[src/verilog/asu_map.vh]
`ifndef ASU_MAP_VH
`define ASU_MAP_VH

// Register map (index addresses on the plain register port)
`define ASU_ADDR_W          4
`define ASU_REG_CTRL        4'h0
`define ASU_REG_PORT_DATA   4'h1
`define ASU_REG_PORT_DIR    4'h2
`define ASU_REG_STATUS      4'h3
`define ASU_REG_RX_DATA     4'h4
`define ASU_REG_TX_DATA     4'h5
`define ASU_REG_BAUD        4'h6

// Control register fields
`define ASU_CTRL_TX_ON      0
`define ASU_CTRL_RX_ON      1
`define ASU_CTRL_OPEN_DRAIN 2
`define ASU_CTRL_CHAR_LEN   3

// Status register fields
`define ASU_ST_RX_FULL      0
`define ASU_ST_NOISE        1
`define ASU_ST_TX_EMPTY     2
`define ASU_ST_TX_DONE      3
`define ASU_ST_TX_HOLDS     4

// Pin group
`define ASU_PIN_COUNT       6
`define ASU_TXD_BIT         1
`define ASU_RXD_BIT         0

// Sample-state numbering
`define ASU_RT_FIRST        5'h01
`define ASU_RT_LAST         5'h10
`define ASU_RT_V3           5'h03
`define ASU_RT_V5           5'h05
`define ASU_RT_V7           5'h07
`define ASU_RT_D8           5'h08
`define ASU_RT_D9           5'h09
`define ASU_RT_D10          5'h0A

// Frame lengths in bit times
`define ASU_BITS_SHORT      4'hA
`define ASU_BITS_LONG       4'hB

// Reset values
`define ASU_BAUD_RESET      16'h0001
`define ASU_BYTE_ZERO       8'h00

`endif

[src/verilog/asu_tick_gen.v]
`timescale 1ns/1ps
`include "asu_map.vh"

// Free-running divider giving one pulse per sample tick
module asu_tick_gen (
    input  wire        clock,
    input  wire        rst_n,
    input  wire [15:0] divisor,
    output reg         tick
);
    reg [15:0] count_reg;

    always @(posedge clock) begin
        if (!rst_n) begin
            count_reg <= 16'h0000;
            tick      <= 1'b0;
        end else if (count_reg >= divisor - 16'h0001 || divisor == 16'h0000) begin
            count_reg <= 16'h0000;
            tick      <= 1'b1;
        end else begin
            count_reg <= count_reg + 16'h0001;
            tick      <= 1'b0;
        end
    end
endmodule // asu_tick_gen

[src/verilog/asu_tx_shift.v]
`timescale 1ns/1ps
`include "asu_map.vh"

// Transmit shifter, one bit per 16 ticks, one-deep holding buffer
module asu_tx_shift (
    input  wire       clock,
    input  wire       rst_n,
    input  wire       tick,
    input  wire       tx_on_ctl,
    input  wire       char_len_sel,
    input  wire       load,
    input  wire [7:0] load_data,
    output reg        serial_out,
    output reg        busy,
    output reg        buf_full,
    output reg        done_pulse
);
    reg [9:0] shift_reg;
    reg [3:0] bits_reg;
    reg [3:0] sub_reg;
    reg [7:0] hold_reg;

    always @(posedge clock) begin
        if (!rst_n) begin
            shift_reg  <= 10'h3FF;
            bits_reg   <= 4'h0;
            sub_reg    <= 4'h0;
            hold_reg   <= `ASU_BYTE_ZERO;
            serial_out <= 1'b1;
            busy       <= 1'b0;
            buf_full   <= 1'b0;
            done_pulse <= 1'b0;
        end else begin
            done_pulse <= 1'b0;
            if (load && tx_on_ctl) begin
                hold_reg <= load_data;
                buf_full <= 1'b1;
            end
            if (!tx_on_ctl && !(load && tx_on_ctl))
                buf_full <= 1'b0; // RULE_21
            if (!busy) begin
                serial_out <= 1'b1;
                if (buf_full && tx_on_ctl && tick) begin
                    // LSB first, start bit low, stop bit(s) high
                    shift_reg  <= {1'b1, hold_reg, 1'b0}; // RULE_24
                    bits_reg   <= char_len_sel ? `ASU_BITS_LONG : `ASU_BITS_SHORT; // RULE_22
                    sub_reg    <= 4'h0;
                    busy       <= 1'b1;
                    buf_full   <= load;
                end
            end else if (tick) begin
                serial_out <= shift_reg[0];
                sub_reg    <= sub_reg + 4'h1;
                if (sub_reg == 4'hF) begin
                    shift_reg <= {1'b1, shift_reg[9:1]};
                    bits_reg  <= bits_reg - 4'h1;
                    if (bits_reg == 4'h1) begin
                        busy       <= 1'b0; // RULE_21
                        done_pulse <= 1'b1;
                    end
                end
            end
        end
    end
endmodule // asu_tx_shift

[src/verilog/asu_serial_pin.v]
`timescale 1ns/1ps
`include "asu_map.vh"

// Summary of operation
// RULE_01 - Transmitter enabled forces transmit pin buffer on
// RULE_02 - Pin returns to port after character ends
// RULE_03 - Buffer on when direction bit or tx_holds_pin
// RULE_04 - One open-drain select drives all six pins
// RULE_05 - Open-drain disables transmit pin high driver
// RULE_06 - Mux sends serial data or port latch
// RULE_07 - Latch captures every data bit 1 write
// RULE_08 - Data read: latch if output, else pin
// RULE_09 - Software sets release state via direction, data
// RULE_10 - Software uses open-drain for shared lines
// RULE_11 - Receiver samples at sixteen ticks per bit
// RULE_12 - Start search on enable and after stop
// RULE_13 - Start qualifier: three ones then zero
// RULE_14 - State held at one until qualified
// RULE_15 - Verify at 3,5,7; ones restart search
// RULE_16 - Accept start if three of four zero
// RULE_17 - Bit value is vote of 8,9,10
// RULE_18 - Start bit always taken as zero
// RULE_19 - Any disagreeing sample sets working noise
// RULE_20 - End: load data, set full and noise
// RULE_21 - Disabled mid-character: finish, drop queue, flag
// RULE_22 - Character lasts ten or eleven bit times
// RULE_23 - Working noise cleared when search begins; code clears it on enable and when a start qualifies, not after stop
// RULE_24 - Data least significant bit first, framed
module asu_serial_pin (
    input  wire                      clock,
    input  wire                      rst_n,
    input  wire [`ASU_ADDR_W-1:0]    reg_addr,
    input  wire [7:0]                reg_wdata,
    input  wire                      reg_write,
    input  wire                      reg_read,
    output reg  [7:0]                reg_rdata,
    input  wire [`ASU_PIN_COUNT-1:0] pin_in,
    output wire [`ASU_PIN_COUNT-1:0] pin_out,
    output wire [`ASU_PIN_COUNT-1:0] pin_oe_n
);
    localparam S_SEARCH = 2'b00;
    localparam S_VERIFY = 2'b01;
    localparam S_FRAME  = 2'b10;

    reg  [7:0]                ctrl_reg;
    reg  [`ASU_PIN_COUNT-1:0] pin_data_latch;
    reg  [`ASU_PIN_COUNT-1:0] pin_group_d_dir;
    reg  [15:0]               baud_reg;
    reg  [7:0]                rx_data_reg;
    reg                       rx_full_flag;
    reg                       noise_flag;
    reg                       tx_done_flag;
    reg  [`ASU_PIN_COUNT-1:0] pin_meta_reg;
    reg  [`ASU_PIN_COUNT-1:0] pin_sync_reg;

    wire                      tx_on_ctl    = ctrl_reg[`ASU_CTRL_TX_ON];
    wire                      rx_on_ctl    = ctrl_reg[`ASU_CTRL_RX_ON];
    wire                      open_drain_sel = ctrl_reg[`ASU_CTRL_OPEN_DRAIN];
    wire                      char_len_sel = ctrl_reg[`ASU_CTRL_CHAR_LEN];
    wire                      rxd          = pin_sync_reg[`ASU_RXD_BIT];
    wire                      tick;
    wire                      tx_serial;
    wire                      tx_busy;
    wire                      tx_buf_full;
    wire                      tx_done_pulse;
    wire                      tx_holds_pin = tx_on_ctl | tx_busy; // RULE_03
    wire                      tx_load = reg_write && reg_addr == `ASU_REG_TX_DATA;
    wire                      tx_buf_empty_flag = ~tx_buf_full;

    asu_tick_gen u_tick (
        .clock   (clock),
        .rst_n   (rst_n),
        .divisor (baud_reg),
        .tick    (tick)
    );

    asu_tx_shift u_tx (
        .clock        (clock),
        .rst_n        (rst_n),
        .tick         (tick),
        .tx_on_ctl    (tx_on_ctl),
        .char_len_sel (char_len_sel),
        .load         (tx_load),
        .load_data    (reg_wdata),
        .serial_out   (tx_serial),
        .busy         (tx_busy),
        .buf_full     (tx_buf_full),
        .done_pulse   (tx_done_pulse)
    );

    // Pin drivers; open drain only ever pulls low
    genvar gi;
    generate
        for (gi = 0; gi < `ASU_PIN_COUNT; gi = gi + 1) begin : g_pin
            wire owned   = (gi == `ASU_TXD_BIT) && tx_holds_pin;
            wire drive_v = owned ? tx_serial : pin_data_latch[gi]; // RULE_06 RULE_02
            wire buf_on  = pin_group_d_dir[gi] | owned; // RULE_01 RULE_03
            assign pin_out[gi]  = drive_v;
            assign pin_oe_n[gi] = ~(buf_on & ~(open_drain_sel & drive_v)); // RULE_04 RULE_05
        end
    endgenerate

    always @(posedge clock) begin
        if (!rst_n) begin
            pin_meta_reg <= {`ASU_PIN_COUNT{1'b1}};
            pin_sync_reg <= {`ASU_PIN_COUNT{1'b1}};
        end else begin
            pin_meta_reg <= pin_in;
            pin_sync_reg <= pin_meta_reg;
        end
    end

    // Receiver
    reg  [1:0]  state_reg;
    reg  [4:0]  rt_reg;
    reg  [2:0]  hist_reg;
    reg  [1:0]  zero_cnt_reg;
    reg  [2:0]  vote_reg;
    reg         noise_work_reg;
    reg  [3:0]  bit_cnt_reg;
    reg  [9:0]  shift_reg;
    reg         rx_on_d_reg;
    reg         rx_done;
    reg         rx_noise;

    wire        vote = (vote_reg[0] & vote_reg[1]) | (vote_reg[0] & rxd) | (vote_reg[1] & rxd);
    wire [3:0]  frame_bits = char_len_sel ? `ASU_BITS_LONG : `ASU_BITS_SHORT; // RULE_22
    wire        rx_start = rx_on_ctl & ~rx_on_d_reg;

    always @(posedge clock) begin
        if (!rst_n) begin
            state_reg      <= S_SEARCH;
            rt_reg         <= `ASU_RT_FIRST;
            hist_reg       <= 3'b000;
            zero_cnt_reg   <= 2'b00;
            vote_reg       <= 3'b000;
            noise_work_reg <= 1'b0;
            bit_cnt_reg    <= 4'h0;
            shift_reg      <= 10'h000;
            rx_on_d_reg    <= 1'b0;
            rx_done        <= 1'b0;
            rx_noise       <= 1'b0;
        end else begin
            rx_on_d_reg <= rx_on_ctl;
            rx_done     <= 1'b0;
            if (!rx_on_ctl || rx_start) begin
                state_reg      <= S_SEARCH; // RULE_12
                rt_reg         <= `ASU_RT_FIRST;
                hist_reg       <= 3'b000;
                noise_work_reg <= 1'b0;
            end else if (tick) begin // RULE_11
                case (state_reg)
                    S_SEARCH: begin
                        hist_reg <= {hist_reg[1:0], rxd};
                        rt_reg   <= `ASU_RT_FIRST; // RULE_14
                        if (hist_reg == 3'b111 && !rxd) begin // RULE_13
                            state_reg      <= S_VERIFY;
                            rt_reg         <= `ASU_RT_FIRST + 5'h01; // RULE_14
                            zero_cnt_reg   <= 2'b00;
                            noise_work_reg <= 1'b0; // RULE_23
                        end
                    end
                    S_VERIFY: begin
                        rt_reg <= rt_reg + 5'h01;
                        if (rt_reg == `ASU_RT_V3 || rt_reg == `ASU_RT_V5 || rt_reg == `ASU_RT_V7) begin
                            if (rxd)
                                noise_work_reg <= 1'b1; // RULE_19
                            if (!rxd)
                                zero_cnt_reg <= zero_cnt_reg + 2'b01;
                        end
                        if (rt_reg == `ASU_RT_V7) begin
                            // Zero at state 1 plus two of three verifies
                            if (zero_cnt_reg + {1'b0, ~rxd} >= 2'b10) begin // RULE_16
                                state_reg   <= S_FRAME;
                                bit_cnt_reg <= 4'h0;
                            end else begin
                                state_reg <= S_SEARCH; // RULE_15
                                hist_reg  <= 3'b000;
                                rt_reg    <= `ASU_RT_FIRST;
                            end
                        end
                    end
                    S_FRAME: begin
                        rt_reg <= (rt_reg == `ASU_RT_LAST) ? `ASU_RT_FIRST : rt_reg + 5'h01;
                        if (rt_reg == `ASU_RT_D8)
                            vote_reg[0] <= rxd;
                        if (rt_reg == `ASU_RT_D9)
                            vote_reg[1] <= rxd;
                        if (rt_reg == `ASU_RT_D10) begin
                            if (vote_reg[0] != rxd || vote_reg[1] != rxd)
                                noise_work_reg <= 1'b1; // RULE_19
                            // Start bit forced low whatever the vote says
                            shift_reg   <= {(bit_cnt_reg == 4'h0) ? 1'b0 : vote, shift_reg[9:1]}; // RULE_17 RULE_18
                            bit_cnt_reg <= bit_cnt_reg + 4'h1;
                            if (bit_cnt_reg == frame_bits - 4'h1) begin
                                rx_done   <= 1'b1;
                                rx_noise  <= noise_work_reg | (vote_reg[0] != rxd) | (vote_reg[1] != rxd);
                                state_reg <= S_SEARCH; // RULE_12
                                hist_reg  <= 3'b000;
                                rt_reg    <= `ASU_RT_FIRST;
                            end
                        end
                    end
                    default: state_reg <= S_SEARCH;
                endcase
            end
        end
    end

    // Data bits sit below the stop bit(s), LSB received first
    wire [7:0] rx_byte = char_len_sel ? shift_reg[7:0] : shift_reg[8:1]; // RULE_24
    wire       rd_rxdata = reg_read && reg_addr == `ASU_REG_RX_DATA;

    always @(posedge clock) begin
        if (!rst_n) begin
            ctrl_reg        <= `ASU_BYTE_ZERO;
            pin_data_latch  <= {`ASU_PIN_COUNT{1'b0}};
            pin_group_d_dir <= {`ASU_PIN_COUNT{1'b0}};
            baud_reg        <= `ASU_BAUD_RESET;
            rx_data_reg     <= `ASU_BYTE_ZERO;
            rx_full_flag    <= 1'b0;
            noise_flag      <= 1'b0;
            tx_done_flag    <= 1'b0;
        end else begin
            if (reg_write) begin
                case (reg_addr)
                    `ASU_REG_CTRL:      ctrl_reg <= reg_wdata;
                    `ASU_REG_PORT_DATA: pin_data_latch <= reg_wdata[`ASU_PIN_COUNT-1:0]; // RULE_07
                    `ASU_REG_PORT_DIR:  pin_group_d_dir <= reg_wdata[`ASU_PIN_COUNT-1:0];
                    `ASU_REG_BAUD:      baud_reg <= {8'h00, reg_wdata};
                    default: ;
                endcase
            end
            // Data read clears flags; a new set wins
            if (rd_rxdata) begin
                rx_full_flag <= 1'b0;
                noise_flag   <= 1'b0;
            end
            if (tx_load)
                tx_done_flag <= 1'b0;
            if (rx_done) begin
                rx_data_reg  <= rx_byte; // RULE_20
                rx_full_flag <= 1'b1;
                noise_flag   <= rx_noise; // RULE_20
            end
            if (tx_done_pulse && !tx_buf_full)
                tx_done_flag <= 1'b1; // RULE_21
        end
    end

    // Port read: latch when output, live pin when input
    wire [`ASU_PIN_COUNT-1:0] port_view =
        (pin_group_d_dir & pin_data_latch) | (~pin_group_d_dir & pin_sync_reg); // RULE_08

    always @(posedge clock) begin
        if (!rst_n) begin
            reg_rdata <= `ASU_BYTE_ZERO;
        end else if (reg_read) begin
            case (reg_addr)
                `ASU_REG_CTRL:      reg_rdata <= ctrl_reg;
                `ASU_REG_PORT_DATA: reg_rdata <= {2'b00, port_view};
                `ASU_REG_PORT_DIR:  reg_rdata <= {2'b00, pin_group_d_dir};
                `ASU_REG_STATUS:    reg_rdata <= {3'b000, tx_holds_pin, tx_done_flag,
                                                  tx_buf_empty_flag, noise_flag, rx_full_flag};
                `ASU_REG_RX_DATA:   reg_rdata <= rx_data_reg;
                `ASU_REG_BAUD:      reg_rdata <= baud_reg[7:0];
                default:            reg_rdata <= `ASU_BYTE_ZERO;
            endcase
        end else begin
            reg_rdata <= `ASU_BYTE_ZERO;
        end
    end

endmodule // asu_serial_pin

[config.mk]
export PLATFORM = sky130hd
export DESIGN_NAME = asu_serial_pin
export DESIGN_NICKNAME = d
export VERILOG_FILES = /design/src/verilog/asu_tick_gen.v /design/src/verilog/asu_tx_shift.v /design/src/verilog/asu_serial_pin.v
export VERILOG_INCLUDE_DIRS = /design/src /design/src/verilog
export SDC_FILE = /design/constraint.sdc
export NUM_CORES = 1
export LEC_CHECK = 0
export BUFFER_PORTS_ARGS = -buffer_cell sky130_fd_sc_hd__clkbuf_2
export CORE_MARGIN = 2
export CORE_UTILIZATION = 35
export CTS_CLUSTER_SIZE = 20
export DETAILED_ROUTE_END_ITERATION = 10
export GPL_ROUTABILITY_DRIVEN = 0
export GPL_TIMING_DRIVEN = 0
export SETUP_SLACK_MARGIN = 0.3
export SYNTH_ARGS = -nofsm -noshare
export SYNTH_HDL_FRONTEND = slang
export SYNTH_SLANG_ARGS = --single-unit
[constraint.sdc]
create_clock -name clock -period 2.86 [get_ports clock]
set_input_delay 0.286 -clock clock [delete_from_list [all_inputs] [get_ports clock]]
set_output_delay 0.286 -clock clock [all_outputs]
set_load 0.01 [all_outputs]
==> out/qor.yml <==
status: "finished, final reports clean"
grt_usage_pct: 17.4
worst_slack_ns: 0.299
rr_endpoint: "u_tick.count_reg[12]"
hold_viol: 0
p_leak_uw: 0.00297
met3WireLength_um: 845
r2r-start: "baud_reg[3]"
critPathRequiredTime_ns: 3.22
critPathLaunch: "baud_reg[3]"
startpoint_type: "register"
via_count: 5520
nNetsFinal: 864
clock_sinks: 137
antennaDiodeCount: 0
wl_met2_mm: 7.83
antenna_found_initial: 0
rsz0062_at_grt: "true"
ant_nets: 0
synth-main-ff-cell: "dfxtp_1"
reg2reg_slack_ns: 0.30
via_per_inst: 5.24
insertion_delay_ns: 0.42
grt_max_degree: 17
highest_layer: "met4"
clock_skew_ns: 0.00706
reg2reg_depth: 12
die_h_um: 141
slowest_stage: "dfxtp_4"
routed_wl_mm: 16.9
setup_viol: 0
synth-edff-count: 0
critPathMostFrequentCell: "nor2_4"
drt_iter0_drc: 311
ys_ff_latch: 137
cts.htree.levels: 4
ys_seq_area_share_pct: 41.7
ctsLongestPathBuffers: 2
cts_tree: "built"
max_slew_margin_pct: 43.2
critical_path.top_delay_family: "simple AND/OR/NAND/NOR gates"
timing.hold.ws_ns: 0.0386
synth_cells: 741
yosys_warnings: 0
critPathBufInv: 1
ctsRootBufferMaster: "clkbuf_16"
hold_path_class: "input pin to register"
die_w_um: 141
crit_arrival_ns: 2.93
largest_reg_flops: 16
drcViolationCount: 0
worstSetupEndpoint: "u_tick.count_reg[12]"
worst_pin_slew_ns: 0.848
die-area_um2: 19900
syn-num-nets: 796
place_hpwl_mm: 12.1
core_um2: 18600
initial_core_util_pct: 35.4
grt_remaining_overflow: 0
synthToLayoutAreaGrowth_pct: 20.1
pwr_density_cell_nw_per_um2: 545
synth_area_um2: 6570
met1_length_mm: 8.03
grt_pass1_wl_mm: 27.3
cts.clk_slew.worst_paths_ns: 0.06
ys_types: 58
fin_crit_ns: 2.56
routedWlPerCell_um: 16.1
num_rows: 50
crit_type: "register to register"
avgSynthCellArea_um2: 8.87
fillCellCount: 1859
maxCapViolCount: 0
path_cells: "nor2_4 > nand3_4 > nor4_4 > xnor2_1 > ha_1 > a21oi_2 > o21a_1 > o221ai_2 > nand2b_1 > nand4_1 > buf_6 > nor2_4"
cp-end-kind: "register"
critPathMaxStageDelay_ns: 0.36
pre_cts_slack_ns: -0.121
ir_drop_mv: 0.425
layout-drive-gt1-share_pct: 15.6
ios: 42
portBuffers: 37
cts_made_buffers: 17
async_flop_share_pct: 0
firstDrtPassIters: 8
hold_buffers: 0
drv_slew: 0
period_share_pct: 89.6
final_area_um2: 7890
path_depth: 12
max_freq_ghz: 0.390
worst-path-max-fanout: 5
first_global_vias: 5249
place_area_um2: 7050
## per-layer routing
metal,track usage [%],up-vias
li1,-,2730
met1,23.7,2641
met2,27.8,134
met3,3.80,15
met4,5.26,0
met5,0,-
## worst min path at each step
stage	cells past startpoint	slack, ns	from	endpoint
6_report	2	0.04	pin_in[0]	pin_meta_reg[0]
5_1_grt	2	0.03	pin_in[1]	pin_meta_reg[1]
4_1_cts	2	0.03	pin_in[0]	pin_meta_reg[0]
3_5_place_dp	1	0.39	pin_meta_reg[3]	pin_sync_reg[3]
3_3_place_gp	1	0.39	pin_meta_reg[1]	pin_sync_reg[1]
2_1_floorplan	1	0.39	pin_meta_reg[0]	pin_sync_reg[0]
## repair_timing
action                                  in CTS  in global routing
cloned                                       1                  1
endpoints found under the setup margin      17                 17
buffers inserted                             4                  6
resized for setup                           11                 37
pin swaps                                    4                 18
## Yosys cell counts, types with 5 or more instances
master,count,area share (%)
nand2_1,71,4.1
xnor2_1,13,1.7
nand4_1,11,1.0
buf_4,6,0.69
mux2i_1,63,9.6
a21oi_1,41,3.1
dfxtp_1,137,42
a222oi_1,5,0.76
nand3_1,33,2.5
o211ai_1,11,1.3
clkbuf_1,30,1.7
nor2b_1,7,0.67
and3_1,8,0.76
nand3b_1,6,0.69
o21ai_0,13,0.99
a22o_1,9,1.2
ha_1,33,6.3
a211oi_1,10,1.1
nor4_1,6,0.57
mux2_2,7,1.2
nor2_1,103,5.9
xor2_1,12,1.6
nand2b_1,18,1.7
buf_2,5,0.38
inv_1,21,1.2
## placed cells by master, fill, tap and decap left out, drive strengths merged, types with 3 or more instances in the layout
master,count
and3,8
a211oi,10
nor3,6
nand4b,4
inv,22
xnor2,13
nor2,103
nand4,11
o211ai,11
nor2b,7
nand3b,6
o31a,3
ha,33
o21ai,13
dfxtp,137
a31oi,4
clkbuf,94
mux2,8
nand2,72
or3,5
mux2i,63
a21o,4
nand3,33
xor2,12
nand2b,18
and2,5
nor4,6
a21oi,41
a22o,9
a222oi,5
buf,25
nor3b,4
## metrics by stage
stage | power, uW | cells | util, % | setup TNS (ns)
6_report | 4300 | 1053 | 42.5 | 0
5_1_grt | 4450 | 1053 | 42.5 | 0
4_1_cts | 4310 | 1046 | 41.3 | 0
3_5_place_dp | 2220 | 1012 | 37.9 | -1.14
3_3_place_gp | 2220 | 1012 | 37.9 | -1.24
2_1_floorplan | 2130 | 741 | - | 0
## power breakdown
part | leakage, uW | internal (uW) | total [uW] | switching, uW
clock network | 0.000275 | 1320 | 2080 | 766
registers | 0.00111 | 1930 | 1950 | 20.3
logic | 0.00158 | 92.2 | 264 | 172
total | 0.00297 | 3340 | 4300 | 958
## layout make-up
cell class	count	area (um2)	area share (%)
Buffer	44	200	2.54
Clock inverter	2	35.0	0.444
Timing Repair Buffer	48	279	3.54
Sequential cell	137	2750	34.9
Inverter	22	85.1	1.08
Tap cell	234	293	3.71
Clock buffer	27	523	6.63
Multi-Input combinational cell	539	3720	47.1
## cell families (layout without fill, tap and decap cells)
| group | after synthesis | in the layout | share of synthesized area (%) |
|---|---|---|---|
| mux | 71 | 71 | 11.0 |
| xor+xnor | 25 | 25 | 3.33 |
| flops | 137 | 137 | 41.7 |
| buf+inv | 66 | 143 | 4.21 |
| simple gates | 292 | 293 | 21.5 |
| fa+ha+maj | 33 | 33 | 6.28 |
| compound gates | 117 | 117 | 11.9 |
Note: power is estimated with default switching activity, not from simulation.
